<file path="src/logic/cmpc_regs.svh">
/*
 * Register offsets, field positions, reset values and bus codes of the
 * comparator control block.
 * Assumes inclusion by bare name from the top module and the bench.
 */
`ifndef CMPC_REGS_SVH
`define CMPC_REGS_SVH

// byte offsets on the AXI4-Lite slave
`define CMPC_OFF_CTRL     32'h0000_0000
`define CMPC_OFF_MASK     32'h0000_0004

// control and status field positions
`define CMPC_BIT_RSV_HI   15
`define CMPC_BIT_RSV_LO   11
`define CMPC_BIT_EN       10
`define CMPC_BIT_NSEL_HI  9
`define CMPC_BIT_NSEL_LO  8
`define CMPC_BIT_ROUTE_HI 7
`define CMPC_BIT_ROUTE_LO 6
`define CMPC_BIT_POL      5
`define CMPC_BIT_RESP_HI  4
`define CMPC_BIT_RESP_LO  3
`define CMPC_BIT_HYST     2
`define CMPC_BIT_RISE     1
`define CMPC_BIT_FALL     0

// reset values
`define CMPC_CTRL_RESET   16'h0000
`define CMPC_MASK_RESET   2'h0
`define CMPC_RSV_ZERO     5'h00

// AXI response codes
`define CMPC_RESP_OKAY    2'h0
`define CMPC_RESP_SLVERR  2'h2

`endif

</file>
<file path="src/logic/cmpc_pkg.sv">
/*
 * Types of the comparator control block: field encodings and the packed
 * layout of the control and status register.
 * Assumes cmpc_regs.svh for positions; the struct order matches them.
 */
package cmpc_pkg;

    typedef enum logic [1:0] {
        CMPC_NEG_HALF_SUPPLY   = 2'h0,  // analog_supply / 2
        CMPC_NEG_ANALOG_THREE  = 2'h1,  // analog_in_three pin
        CMPC_NEG_FIRST_CONVERT = 2'h2,  // first_converter_output
        CMPC_NEG_RESERVED      = 2'h3
    } cmpc_neg_t;

    typedef enum logic [1:0] {
        CMPC_ROUTE_RSV0 = 2'h0,
        CMPC_ROUTE_RSV1 = 2'h1,
        CMPC_ROUTE_PIN  = 2'h2,
        CMPC_ROUTE_IRQ  = 2'h3
    } cmpc_route_t;

    typedef enum logic [1:0] {
        CMPC_RESP_SLOW = 2'h0,
        CMPC_RESP_RSV1 = 2'h1,
        CMPC_RESP_RSV2 = 2'h2,
        CMPC_RESP_FAST = 2'h3
    } cmpc_resp_t;

    typedef struct packed {
        logic [4:0]  reserved;
        logic        comparator_enable_bit;
        cmpc_neg_t   negative_input_select;
        cmpc_route_t output_routing_select;
        logic        output_polarity_invert;
        cmpc_resp_t  response_time_select;
        logic        hysteresis_enable;
        logic        rising_edge_flag;
        logic        falling_edge_flag;
    } cmpc_ctrl_t;

    // settings handed to the analog comparator
    typedef struct packed {
        logic       comparator_enable_bit;
        logic       positive_input_share;
        cmpc_neg_t  negative_input_select;
        cmpc_resp_t response_time_select;
        logic       hysteresis_enable;
    } cmpc_analog_t;

endpackage : cmpc_pkg

</file>
<file path="src/logic/cmpc_top.sv">
/*
 * Control and status logic of an on-chip voltage comparator behind an
 * AXI4-Lite slave: settings for the analog core, polarity, output routing,
 * sticky edge flags, interrupt mask and one level interrupt.
 * Assumes the analog core delivers its raw decision asynchronously and that
 * the master keeps AXI4-Lite rules; one write and one read in flight.
 * Limitations: reserved select and response codes are stored as written,
 * routing codes 00 and 01 silence both the pin and the interrupt, and a
 * polarity flip while enabled is seen as an edge of the result. Software
 * must acknowledge each flag by writing a one to it.
 * The analog core itself, its timing and its hysteresis live outside.
 */
// Register access over AXI4-Lite and the placing of the registers are this design's own decisions.
// Notes on behaviour
// - Enable bit 10 switches comparator on/off.
// - Bits 9:8 choose negative input source.
// - Bits 7:6 route result to pin/IRQ.
// - Bit 5 inverts comparator output sense.
// - Bits 4:3 select slow or fast response.
// - Bit 2 adds about 7.5 mV hysteresis.
// - Rising edge sets sticky flag bit 1.
// - Writing one clears rising flag bit 1.
// - Falling edge sets sticky flag bit 0.
// - One 16-bit control/status register holds everything; the code keeps the interrupt mask in a word of its own at offset 4.
// - Positive input shared with analog_in_two pin.
`timescale 1ns/1ps

`include "cmpc_regs.svh"

module cmpc_top
(
    input  wire logic                aclk,           // 200 MHz system clock
    input  wire logic                aresetn,        // sync reset, active low
    input  wire logic [31:0]         s_axi_awaddr,   // write address
    input  wire logic                s_axi_awvalid,  // write address valid
    output logic                     s_axi_awready,  // write address ready
    input  wire logic [31:0]         s_axi_wdata,    // write data
    input  wire logic [3:0]          s_axi_wstrb,    // write byte enables
    input  wire logic                s_axi_wvalid,   // write data valid
    output logic                     s_axi_wready,   // write data ready
    output logic [1:0]               s_axi_bresp,    // write response code
    output logic                     s_axi_bvalid,   // write response valid
    input  wire logic                s_axi_bready,   // write response ready
    input  wire logic [31:0]         s_axi_araddr,   // read address
    input  wire logic                s_axi_arvalid,  // read address valid
    output logic                     s_axi_arready,  // read address ready
    output logic [31:0]              s_axi_rdata,    // read data
    output logic [1:0]               s_axi_rresp,    // read response code
    output logic                     s_axi_rvalid,   // read data valid
    input  wire logic                s_axi_rready,   // read data ready
    input  wire logic                comparator_raw, // analog decision, async
    output cmpc_pkg::cmpc_analog_t   analog_cfg,     // settings to analog core
    output logic                     comparator_output_pin, // external pin
    output logic                     irq             // level interrupt
);
    import cmpc_pkg::*;

    // register selector: bit 0 control/status, bit 1 mask, none = unmapped
    // only the word index is compared, so the two low address bits are
    // ignored and a byte address inside a word still hits that register
    function automatic logic [1:0] reg_sel(input logic [31:0] addr);
        logic [1:0] sel;
        sel    = 2'h0;
        sel[0] = (addr[31:2] == 30'(`CMPC_OFF_CTRL >> 2));
        sel[1] = (addr[31:2] == 30'(`CMPC_OFF_MASK >> 2));
        return sel;
    endfunction : reg_sel

    // register state
    // the mask is not part of the 16-bit register; it sits in a word of its
    // own so that the control/status layout keeps its fixed shape
    cmpc_ctrl_t  comparator_control_status;   // the one 16-bit register
    logic [1:0]  irq_mask;                    // same layout as the flags

    // input synchroniser and edge history
    // the raw decision is never read before the second flop, so a
    // metastable first stage cannot reach the flags or the pin
    logic        raw_meta;
    logic        raw_sync;
    logic        result_prev;

    // write channel holding stages
    // each channel has its own one-deep stage; that is what lets address
    // and data arrive in either order without a combinational path from
    // valid to ready
    logic        aw_held;
    logic [31:0] aw_addr_q;
    logic        w_held;
    logic [31:0] w_data_q;
    logic [3:0]  w_strb_q;
    logic        bvalid_q;
    logic [1:0]  bresp_q;

    // read channel stage
    // one read in flight at most, so a single stage is enough; data are
    // captured when the address is taken, not when rready comes
    logic        rvalid_q;
    logic [31:0] rdata_q;
    logic [1:0]  rresp_q;

    // pin output flop
    // registered so the pad sees no decode glitches from routing changes;
    // the price is one more cycle between the decision and the pad
    logic        pin_q;

    // decode and handshake terms
    // everything below is combinational and settles within the cycle;
    // the only state lives in the always_ff blocks at the end
    logic [1:0]  wr_sel;
    logic [1:0]  rd_sel;
    logic        do_write;
    logic        do_read;
    logic        wr_ctrl_lo;
    logic        wr_ctrl_hi;
    logic        wr_mask;
    logic        result;
    logic        enabled;
    logic [1:0]  flag_set;
    logic [1:0]  flag_clr;
    logic [1:0]  next_flag;
    logic [2:0]  next_cfg_hi;
    logic [5:0]  next_cfg_lo;
    cmpc_ctrl_t  next_ctrl;
    logic [1:0]  next_mask;
    logic [31:0] read_word;
    logic        route_pin;
    logic        route_irq;

    // a write happens once address and data are both held and the
    // previous response has gone; holding each channel lets the master
    // present them in either order
    assign s_axi_awready = ~aw_held;
    assign s_axi_wready  = ~w_held;
    assign do_write      = aw_held & w_held & ~bvalid_q;
    assign s_axi_bvalid  = bvalid_q;
    assign s_axi_bresp   = bresp_q;

    // read is taken only with no data pending, answered next cycle
    // a master that holds rready low therefore stalls further reads,
    // which is the intended back-pressure
    assign s_axi_arready = ~rvalid_q;
    assign do_read       = s_axi_arvalid & ~rvalid_q;
    assign s_axi_rvalid  = rvalid_q;
    assign s_axi_rdata   = rdata_q;
    assign s_axi_rresp   = rresp_q;

    // address decode, shared by both directions
    // lane 0 carries bits 7:0, flags included; lane 1 carries bits 10:8.
    // lanes 2 and 3 reach nothing, so a full-word write is always safe
    assign wr_sel     = reg_sel(aw_addr_q);
    assign rd_sel     = reg_sel(s_axi_araddr);
    assign wr_ctrl_lo = do_write & wr_sel[0] & w_strb_q[0];
    assign wr_ctrl_hi = do_write & wr_sel[0] & w_strb_q[1];
    assign wr_mask    = do_write & wr_sel[1] & w_strb_q[0];

    // comparator result after polarity; edges only count while enabled
    // edges are judged after polarity, so with the invert bit set a rise of
    // the raw decision is reported as a falling edge of the output
    assign enabled = comparator_control_status.comparator_enable_bit;
    assign result  = raw_sync
                   ^ comparator_control_status.output_polarity_invert;
    assign flag_set[`CMPC_BIT_RISE] = enabled & result & ~result_prev;
    assign flag_set[`CMPC_BIT_FALL] = enabled & ~result & result_prev;

    // sticky flags: a set in the same cycle as a clear wins, so no edge
    // is ever lost to a late acknowledge
    // software clears by writing ones on lane 0; zeros leave a flag alone
    genvar gi;
    generate
        for (gi = 0; gi < 2; gi++) begin : g_flag
            assign flag_clr[gi]  = wr_ctrl_lo & w_data_q[gi];
            assign next_flag[gi] = (comparator_control_status[gi]
                                   & ~flag_clr[gi])
                                   | flag_set[gi];
        end
    endgenerate

    // configuration fields follow their byte lanes
    // the flags are not part of these slices; they have their own
    // set and clear logic above
    assign next_cfg_hi = wr_ctrl_hi
                       ? w_data_q[`CMPC_BIT_EN:`CMPC_BIT_NSEL_LO]
                       : comparator_control_status[`CMPC_BIT_EN:`CMPC_BIT_NSEL_LO];
    assign next_cfg_lo = wr_ctrl_lo
                       ? w_data_q[`CMPC_BIT_ROUTE_HI:`CMPC_BIT_HYST]
                       : comparator_control_status[`CMPC_BIT_ROUTE_HI:`CMPC_BIT_HYST];

    // reserved top bits are forced to zero whatever is written
    // storing them would cost flops and let software see stale values;
    // the constant zero is dropped by synthesis
    assign next_ctrl = cmpc_ctrl_t'({`CMPC_RSV_ZERO,
                                     next_cfg_hi,
                                     next_cfg_lo,
                                     next_flag});

    // mask holds only the two flag positions
    // a set mask bit lets the matching flag reach the interrupt
    assign next_mask = wr_mask ? w_data_q[1:0] : irq_mask;

    // read data: the register sits in the low half, upper bits zero
    // unmapped words read as zero; the response code flags the miss
    assign read_word = rd_sel[0] ? {16'h0000, comparator_control_status}
                     : rd_sel[1] ? {30'h0000_0000, irq_mask}
                     : 32'h0000_0000;

    // routing decode; reserved codes drive neither path
    // so a stray reserved code quietens both outputs rather than guessing
    assign route_pin = (comparator_control_status.output_routing_select
                        == CMPC_ROUTE_PIN);
    assign route_irq = (comparator_control_status.output_routing_select
                        == CMPC_ROUTE_IRQ);

    // interrupt is a level while any unmasked flag stands and the
    // result is routed to the interrupt request
    // masking a flag hides it from the line but leaves it set for polling
    assign irq = route_irq
               & |(comparator_control_status[1:0] & irq_mask);

    // settings for the analog core straight from the register
    // reserved select and response codes are passed on unchanged; the
    // core must cope with them, and software must not use them
    assign analog_cfg.comparator_enable_bit = enabled;
    assign analog_cfg.positive_input_share  = enabled;
    assign analog_cfg.negative_input_select =
        comparator_control_status.negative_input_select;
    assign analog_cfg.response_time_select  =
        comparator_control_status.response_time_select;
    assign analog_cfg.hysteresis_enable     =
        comparator_control_status.hysteresis_enable;

    // the pad follows its own flop directly
    assign comparator_output_pin = pin_q;

    // two-stage synchroniser for the asynchronous comparator decision
    // the analog decision can change at any time; two flops bring it into
    // the aclk domain at the cost of two cycles of latency
    always_ff @(posedge aclk) begin
        if (!aresetn) begin
            raw_meta <= 1'b0;
            raw_sync <= 1'b0;
        end else begin
            raw_meta <= comparator_raw;
            raw_sync <= raw_meta;
        end
    end

    // edge history; it also follows while disabled so that enabling
    // does not fake an edge, though a polarity flip does count as one
    // after reset the history is low, matching a low result
    always_ff @(posedge aclk) begin
        if (!aresetn) begin
            result_prev <= 1'b0;
        end else begin
            result_prev <= result;
        end
    end

    // register file
    // all fields update every cycle from their next values; the write
    // enables are folded into the next-value selection above
    always_ff @(posedge aclk) begin
        if (!aresetn) begin
            comparator_control_status <= cmpc_ctrl_t'(`CMPC_CTRL_RESET);
            irq_mask                  <= `CMPC_MASK_RESET;
        end else begin
            comparator_control_status <= next_ctrl;
            irq_mask                  <= next_mask;
        end
    end

    // pin shows the result only when enabled and routed there
    // a disabled or rerouted comparator leaves the pad low, not floating
    always_ff @(posedge aclk) begin
        if (!aresetn) begin
            pin_q <= 1'b0;
        end else begin
            pin_q <= route_pin & enabled & result;
        end
    end

    // write address holding stage
    // the address is kept until the write is done so the decode and the
    // response code see the same value
    always_ff @(posedge aclk) begin
        if (!aresetn) begin
            aw_held   <= 1'b0;
            aw_addr_q <= 32'h0000_0000;
        end else if (s_axi_awvalid & ~aw_held) begin
            aw_held   <= 1'b1;
            aw_addr_q <= s_axi_awaddr;
        end else if (do_write) begin
            aw_held   <= 1'b0;
        end
    end

    // write data holding stage
    // data and strobes are held together for the same reason
    always_ff @(posedge aclk) begin
        if (!aresetn) begin
            w_held   <= 1'b0;
            w_data_q <= 32'h0000_0000;
            w_strb_q <= 4'h0;
        end else if (s_axi_wvalid & ~w_held) begin
            w_held   <= 1'b1;
            w_data_q <= s_axi_wdata;
            w_strb_q <= s_axi_wstrb;
        end else if (do_write) begin
            w_held   <= 1'b0;
        end
    end

    // write response; unmapped addresses are answered with SLVERR
    // a new write is held back while a response waits, so no answer is
    // ever overwritten
    always_ff @(posedge aclk) begin
        if (!aresetn) begin
            bvalid_q <= 1'b0;
            bresp_q  <= `CMPC_RESP_OKAY;
        end else if (do_write) begin
            bvalid_q <= 1'b1;
            bresp_q  <= (|wr_sel) ? `CMPC_RESP_OKAY : `CMPC_RESP_SLVERR;
        end else if (s_axi_bready) begin
            bvalid_q <= 1'b0;
        end
    end

    // read response; unmapped addresses return zero with SLVERR
    // data are captured at acceptance and stand until rready
    always_ff @(posedge aclk) begin
        if (!aresetn) begin
            rvalid_q <= 1'b0;
            rdata_q  <= 32'h0000_0000;
            rresp_q  <= `CMPC_RESP_OKAY;
        end else if (do_read) begin
            rvalid_q <= 1'b1;
            rdata_q  <= read_word;
            rresp_q  <= (|rd_sel) ? `CMPC_RESP_OKAY : `CMPC_RESP_SLVERR;
        end else if (s_axi_rready) begin
            rvalid_q <= 1'b0;
        end
    end

endmodule : cmpc_top

</file>
<file path="config.mk">
export PLATFORM = sky130hd
export DESIGN_NAME = cmpc_top
export DESIGN_NICKNAME = d
export VERILOG_FILES = /design/src/logic/cmpc_pkg.sv /design/src/logic/cmpc_top.sv
export VERILOG_INCLUDE_DIRS = /design/src /design/src/logic
export SDC_FILE = /design/constraint.sdc
export NUM_CORES = 1
export LEC_CHECK = 0
export BUFFER_PORTS_ARGS = -buffer_cell sky130_fd_sc_hd__buf_2
export CAP_MARGIN = 0
export CORE_MARGIN = 2
export CORE_UTILIZATION = 25
export CTS_BUF_LIST = sky130_fd_sc_hd__clkbuf_4
export DETAILED_ROUTE_END_ITERATION = 8
export PLACE_DENSITY_LB_ADDON = 0.2
export SYNTH_ARGS = -nofsm -noshare
export SYNTH_HDL_FRONTEND = slang
export SYNTH_SLANG_ARGS = --single-unit
</file>
<file path="constraint.sdc">
create_clock -name aclk -period 2.9 [get_ports aclk]
set_input_delay 0.29 -clock aclk [delete_from_list [all_inputs] [get_ports aclk]]
set_output_delay 0.29 -clock aclk [all_outputs]
set_load 0.05 [all_outputs]
</file>
After elaboration in Yosys (flattened, before gate mapping). Index checks and enable logic that the tools add are counted.

Equal/unequal tests: 4. Reductions and logical operators: 9. Bitwise gates (word level): 33. Muxes and demuxes: 11.

Operators with widths (number): $eq A30 B1 Y1 const B (2); $logic_not A30 Y1 (2); $and A1 B1 Y1 (21); $mux W16 (1); $not A1 Y1 (8); $reduce_bool A2 Y1 (4); $mux W1 (7); $mux W2 (3); $reduce_or A2 Y1 (3); $eq A2 B2 Y1 const B (2); $and A2 B2 Y2 (1); $or A1 B1 Y1 (2); $xor A1 B1 Y1 (1).

Flip-flop bits (word level): 107. Input port bits: 108. Logic and storage cells: 81. Output and inout port bits: 50.

Depth between registers and ports, before layout. Gate-level depths: netlist of run 1.

Depth in word-level cells: 8. Depth in mapped cells: 5. Depth with buffers taken out: 4.

Least setup slack after synthesis of run 1. No wires, ideal clock.

Kind: reg-to-reg. Start point: reg rvalid_q, in the netlist s_axi_rvalid. End point: reg rdata_q[3], in the netlist s_axi_rdata[3]. Buffers on the path: 1. Library setup time: 0.070 ns. Setup slack: 1.061 ns. Data required time: 2.830 ns. Stages on the path, launching flop included: 6. Data arrival time: 1.769 ns. Period minus slack after synthesis: 1.839 ns. Cell sequence: dfxtp_1 -> nor4b_1 -> nand4_1 -> clkbuf_2 -> or4b_1 -> a21boi_1.

Cells in the longest elaborated chain, start to end: 2.

RTL lines: from (decl) (line cmpc_top.sv:97) `logic rvalid_q;`; from (signal assigned) (line cmpc_top.sv:331) `rvalid_q <= 1'b0;`; from (signal assigned) (line cmpc_top.sv:335) `rvalid_q <= 1'b1;`; from (signal assigned) (line cmpc_top.sv:339) `rvalid_q <= 1'b0;`; $not A1 Y1 (line cmpc_top.sv:142) `assign do_read = s_axi_arvalid & ~rvalid_q;`; $and A1 B1 Y1 (line cmpc_top.sv:142); to (signal assigned) (line cmpc_top.sv:336) `rdata_q <= read_word;`; to (decl) (line cmpc_top.sv:98) `logic [31:0] rdata_q;`.

No other way between the ends. A chain may end at the register's enable or synchronous reset.

Worst setup path in the final report of run 1.
Start point: reg rvalid_q, in the netlist s_axi_rvalid. End point: reg rdata_q[5], in the netlist s_axi_rdata[5].

Same word-level chain as after synthesis.

==> summary.md, run 1 <==
| Metric | Value |
|---|---|
| Crit-path max FO | `12` |
| Starting Density | `25.5%` |
| Input/output buffers | `~110` |
| Post-synthesis register bit count | `77` |
| Ant diodes | `0` |
| Layout cells sized above 1 | `roughly 28%` |
| Post-route non-filler standard cell count | `663` |
| Vias | `2,818` |
| Yosys top cell by area | `dfxtp_1` |
| Setup Buffers After CTS | `0` |
| Status | `completed` |
| Hold Path Class | `primary input to flip-flop` |
| Hold-fix buffers at CTS | `0` |
| Fin crit share | `75.4%` |
| Initial antenna violation count | `1` |
| P per Cell Area | `484 nW/µm²` |
| # setup viols final | `0` |
| Crit path DAT | `~2600 ps` |
| Worst setup path category | `flip-flop to flip-flop` |
| Largest net degree at the start of global routing | `49` |
| Final #Nets | `approximately 590` |
| Post-placement worst setup slack | `between 700 and 800 ps` |
| Library cells used by synthesis | `39` |
| Synthesis-to-finish area growth | `19.8%` |
| CTS resizes | `0` |
| Startpoint types | `flip-flop` |
| Drt first pass iters | `4` |
| CP bufs+invs | `0` |
| Die X | `120 µm` |
| Syn avg cell area | `between 8 and 9 µm²` |
| Maximum vdd drop | `0.237 mV` |
| First-pass GRT wire length | `12.6 mm` |
| Top Ports | `~160` |
| Top-count cell post-synth | `nand2_1` |
| Multi-input gate area | `1600 µm²` |
| Max Fclk | `roughly 0.46 GHz` |
| Top delay family on crit path | `simple AND/OR/NAND/NOR gates` |
| Post-layout min period | `between 2000 and 2500 ps` |
| Share of the synthesized area in the top cell type | `45.6%` |
| First-iteration detailed-routing DRC count | `91` |
| DR DRC count | `0` |
| Clock Latency Late Sink | `430 ps` |
| Clock skew | `approximately 16 ps` |
| Yosys Warn Count | `0` |
| Final hold violation count | `0` |
| CP cell instances | `nor4b_1 -> nand4_1 -> or4b_2 -> a21boi_0` |
| GR Util All Layers | `11.1%` |
| Synth cell count leaders | `nand2_1, dfxtp_1, a21boi_0` |
| Setup ws final | `713 ps` |
| Wirelength per Cell | `approximately 12 µm` |
| Seq. cell area | `1540 µm²` |
| CTS root buffer | `clkbuf_4` |
| Overall power | `0.00196 W` |
| Post-detailed-route count of antenna-violating nets | `0` |
| Sequential area share after synthesis | `45.6%` |
| Slew of the pin with the lowest slew margin | `971 ps` |
| Total of max-cap violations | `0` |
| TritonCTS clock tree | `built` |
| Setup TNS | `0 ps` |
| Placeable Area | `13,200 µm²` |
| Worst-path clk slew | `120 ps` |
| Drt total wl | `7.85 mm` |
| Post-synth EDFFs | `0` |
| Relative slew slack | `35.1%` |
| Vias in the first global route | `2,629` |
| Global placer's final weighted congestion | `0.766` |
| Top post-synthesis cells by area | `dfxtp_1, nand2_1, a21boi_0` |
| Top_reg_cell synth | `dfxtp_1` |
| Placed insts | `649` |
| Post-DR vias/cell | `roughly 4.3` |
| Crit path largest cell delay | `770 ps` |
| P_leak | `1.67 nW` |
| Critical Path Sink Type | `flip-flop` |
| Row count | `42` |
| Synth Instances | `between 300 and 400` |
| Hold WS | `71.3 ps` |
| TritonCTS Buffers | `9` |
| H-tree Lvls | `3` |
| RSZ-0062 raised after global routing | `no` |
| Post-Synthesis Cell Area | `3380 µm²` |
| # clock sinks | `between 70 and 80` |
| Async SR Flop Fraction | `0%` |
| Die area | `14,500 µm²` |
| Clock buffer depth | `2` |
| Total congestion overflow | `0` |
| Required time of the critical path | `3260 ps` |
| HPWL Detailed | `~5.8 mm` |
| Slew Viols, Final | `0` |
| Filler cell count | `roughly 1,500` |
| Die Y | `120 µm` |
| Slowest-stage cell, CP | `or4b_2` |
==> worst paths after layout <==
path	from	endpoint	slack (ps)	cells past startpoint
worst max register to register	s_axi_rvalid	s_axi_rdata[5]	710	4
worst max-delay path	s_axi_rvalid	s_axi_rdata[5]	710	4
worst min register to register	raw_meta	raw_sync	440	1
worst min-delay path	comparator_raw	raw_meta	70	2
==> state kept, by name, indices dropped and copies added (netlist names) <==
register / count
aw_held: 1
result_prev: 1
enabled: 1
s_axi_bvalid: 1
s_axi_rresp: 1
s_axi_rdata: 11
comparator_output_pin: 1
raw_sync: 1
aw_addr_q: 30
comparator_control_status: 5
raw_meta: 1
w_data_q: 11
w_held: 1
s_axi_rvalid: 1
analog_cfg: 5
w_strb_q: 2
irq_mask: 2
s_axi_bresp: 1
==> cells in the final DEF (no fill, tap or decap), types with 2 or more instances in the layout <==
cell,count
nand2_1,124
buf_2,107
dfxtp_1,77
a21boi_0,45
conb_1,23
mux2i_1,13
nor4_1,9
clkbuf_4,9
nor2_1,7
or4b_1,7
a21boi_1,7
and2_1,5
nor4_2,5
inv_1,4
nand2b_1,4
nand4_1,3
o21ai_0,3
nor3_1,2
o31ai_1,2
nor2b_1,2
a31oi_1,2
or4b_2,2
clkinv_2,2
buf_4,2
==> cells by family after synthesis <==
group,Yosys count,synth area share [%]
other cells,1,0.111
simple gates,181,26.6
flops,77,45.6
mux,13,3.85
buf+inv,55,9.47
xor+xnor,2,0.518
compound gates,63,13.9
==> per-stage QoR <==
stage          cell area, µm²  utilization [%]
6_report                 4050             30.6
5_1_grt                  4050             30.6
4_1_cts                  4050             30.6
3_5_place_dp             3950             29.8
3_3_place_gp             3950             29.8
2_1_floorplan            3460                -
==> layout make-up <==
| class | instances | share of cell area [%] |
|---|---|---|
| clock buffer | 9 | 1.67 |
| clock inverter | 5 | 0.742 |
| inverter | 4 | 0.371 |
| multi-input combinational | 282 | 39.6 |
| sequential | 77 | 38.1 |
| tap | 176 | 5.44 |
| timing repair buffer | 110 | 14.1 |
==> worst register-to-register path, stage by stage (launching register included) <==
cell and delay (ps):
dfxtp_1 370, nor4b_1 350, nand4_1 460, or4b_2 770, a21boi_0 170
==> report_power, final <==
part	switching, W	internal (W)	leakage [nW]
clock network	0.000368	0.000162	0.0551
registers	0.0000263	0.00110	0.629
logic	0.000201	0.0000999	0.985
==> per-layer routing <==
layer  share of wire, %  GRT usage [%]  routed length (µm)
met5               0.14              0                  11
met4                1.5           4.36                 121
met3                7.5           3.58                 586
met2                 46           18.4                3620
met1                 45           13.3                3510
Power figures use the tool's default switching activity.
==> run 2, diff against run 1 <==
Clock period 2.9 ns to 2.2 ns, I/O delays scaled along.
==> summary.md, run 2 (same netlist as run 1, synthesis figures left out) <==
| Metric | Value |
|---|---|
| Status | `completed` |
| Largest register FFs | `30` |
| # setup viols final | `0` |
| Ant diodes | `0` |
| Drt total wl | `8.08 mm` |
| Die area | `14,500 µm²` |
| Post-detailed-route count of antenna-violating nets | `0` |
| HPWL Detailed | `5.86 mm` |
| Initial antenna violation count | `0` |
| GR Util All Layers | `11.6%` |
| RSZ-0062 raised after global routing | `no` |
| Total of max-cap violations | `0` |
| Largest net degree at the start of global routing | `35` |
| First-pass GRT wire length | `13.3 mm` |
| Die X | `roughly 120 µm` |
| Placeable Area | `13,200 µm²` |
| Crit-path max FO | `8` |
| Required time of the critical path | `2580 ps` |
| Drt first pass iters | `4` |
| Fin crit share | `85.4%` |
| Final #Nets | `637` |
| Layout cells sized above 1 | `26.6%` |
| Fin util | `34.3%` |
| Vias | `2,970` |
| Clock skew | `14.2 ps` |
| Hold Path Class | `primary input to flip-flop` |
| Synthesis-to-finish area growth | `34.3%` |
| Final instance area | `4540 µm²` |
| R2r worst-path depth | `5` |
| Post-placement worst setup slack | `308 ps` |
| Startpoint types | `flip-flop` |
| TritonCTS clock tree | `built` |
| Maximum vdd drop | `0.271 mV` |
| Worst setup path category | `flip-flop to flip-flop` |
| Most frequent cells in the layout | `nand2_1, buf_2, dfxtp_1` |
| CTS root buffer | `clkbuf_4` |
| First-iteration detailed-routing DRC count | `84` |
| Vias in the first global route | `2,839` |
| Filler cell count | `roughly 1,400` |
| Setup ws final | `321 ps` |
| Post-DR vias/cell | `around 4.2` |
| Slew Viols, Final | `0` |
| Setup Buffers After CTS | `0` |
| TritonCTS Buffers | `9` |
| Most common cell after layout, fill and taps aside | `nand2_1` |
| Row count | `42` |
| Total congestion overflow | `0` |
| Wirelength per Cell | `approximately 11 µm` |
| Placed instance area | `between 4000 and 5000 µm²` |
| Max Fclk | `0.532 GHz` |
| DR DRC count | `0` |
| Setup TNS | `0 ps` |
| Worst-path clk slew | `~130 ps` |
| Critical Path Sink Type | `flip-flop` |
| H-tree Lvls | `3` |
| Post-layout min period | `between 1500 and 2000 ps` |
| Final hold violation count | `0` |
| Clock buffer depth | `2` |
| Overall power | `between 0.002 and 0.003 W` |
| Die Y | `120 µm` |
| Crit path DAT | `2260 ps` |
| P_leak | `1.88 nW` |
| Most flops, register | `aw_addr_q` |
| Input/output buffers | `107` |
| Top Ports | `~160` |
| Clock Latency Late Sink | `around 430 ps` |
| Global placer's final weighted congestion | `0.778` |
| # clock sinks | `77` |
| Starting Density | `roughly a quarter` |
| Hold depth | `3` |
| P per Cell Area | `642 nW/µm²` |
-- run 2: stage by stage --
step,hold WS [ps],std cells
2_1_floorplan,336,414
3_3_place_gp,425,656
3_5_place_dp,422,656
4_1_cts,2.16,709
5_1_grt,0.00125,709
6_report,32.4,709
-- run 2: final cells by class --
| type | instances | area (µm²) | share of cell area (%) |
|---|---|---|---|
| well taps | 176 | 220 | 4.85 |
| flip-flops and latches | 77 | 1540 | 34.0 |
| multi-input cells | 282 | 1600 | 35.3 |
| clock buffers | 9 | 67.6 | 1.49 |
| repair buffers | 155 | 1000 | 22.1 |
| clock inverters | 6 | 87.6 | 1.93 |
| inverters | 4 | 15.0 | 0.331 |
-- run 2: routing by layer --
metal	vias up	routed length [µm]	share of wire, %	GRT usage, %
met3	10	525	6.5	3.58
met1	1320	3650	45	13.9
met4	0	119	1.5	4.36
met2	96	3780	47	19.7
met5	-	0	0	0
li1	1544	-	-	-
-- run 2: path summary, 6_finish.rpt --
path / to / from / slack, ps
min: aw_addr_q[16] / s_axi_awaddr[16] / 30
max reg2reg: s_axi_rdata[6] / s_axi_rvalid / 320
min reg2reg: raw_sync / raw_meta / 450
max: s_axi_rdata[6] / s_axi_rvalid / 320
-- run 2: worst max-delay path: stages, from the launching register on --
cell	delay, ps
dfxtp_1	370
nor4b_1	320
nand4_1	240
buf_4	230
or4b_1	510
a21boi_1	140
-- run 2: repair_timing --
item,CTS,global route
setup endpoints to repair,0,0
resized for setup,0,0
hold buffers,38,0
hold endpoints to repair,37,0
-- run 2: where the power goes --
group	internal, W	total [W]	leakage, nW	switching (W)
logic	0.000179	0.000453	1.18	0.000274
registers	0.00145	0.00149	0.629	0.0000345
clock network	0.000455	0.000976	0.0761	0.000521
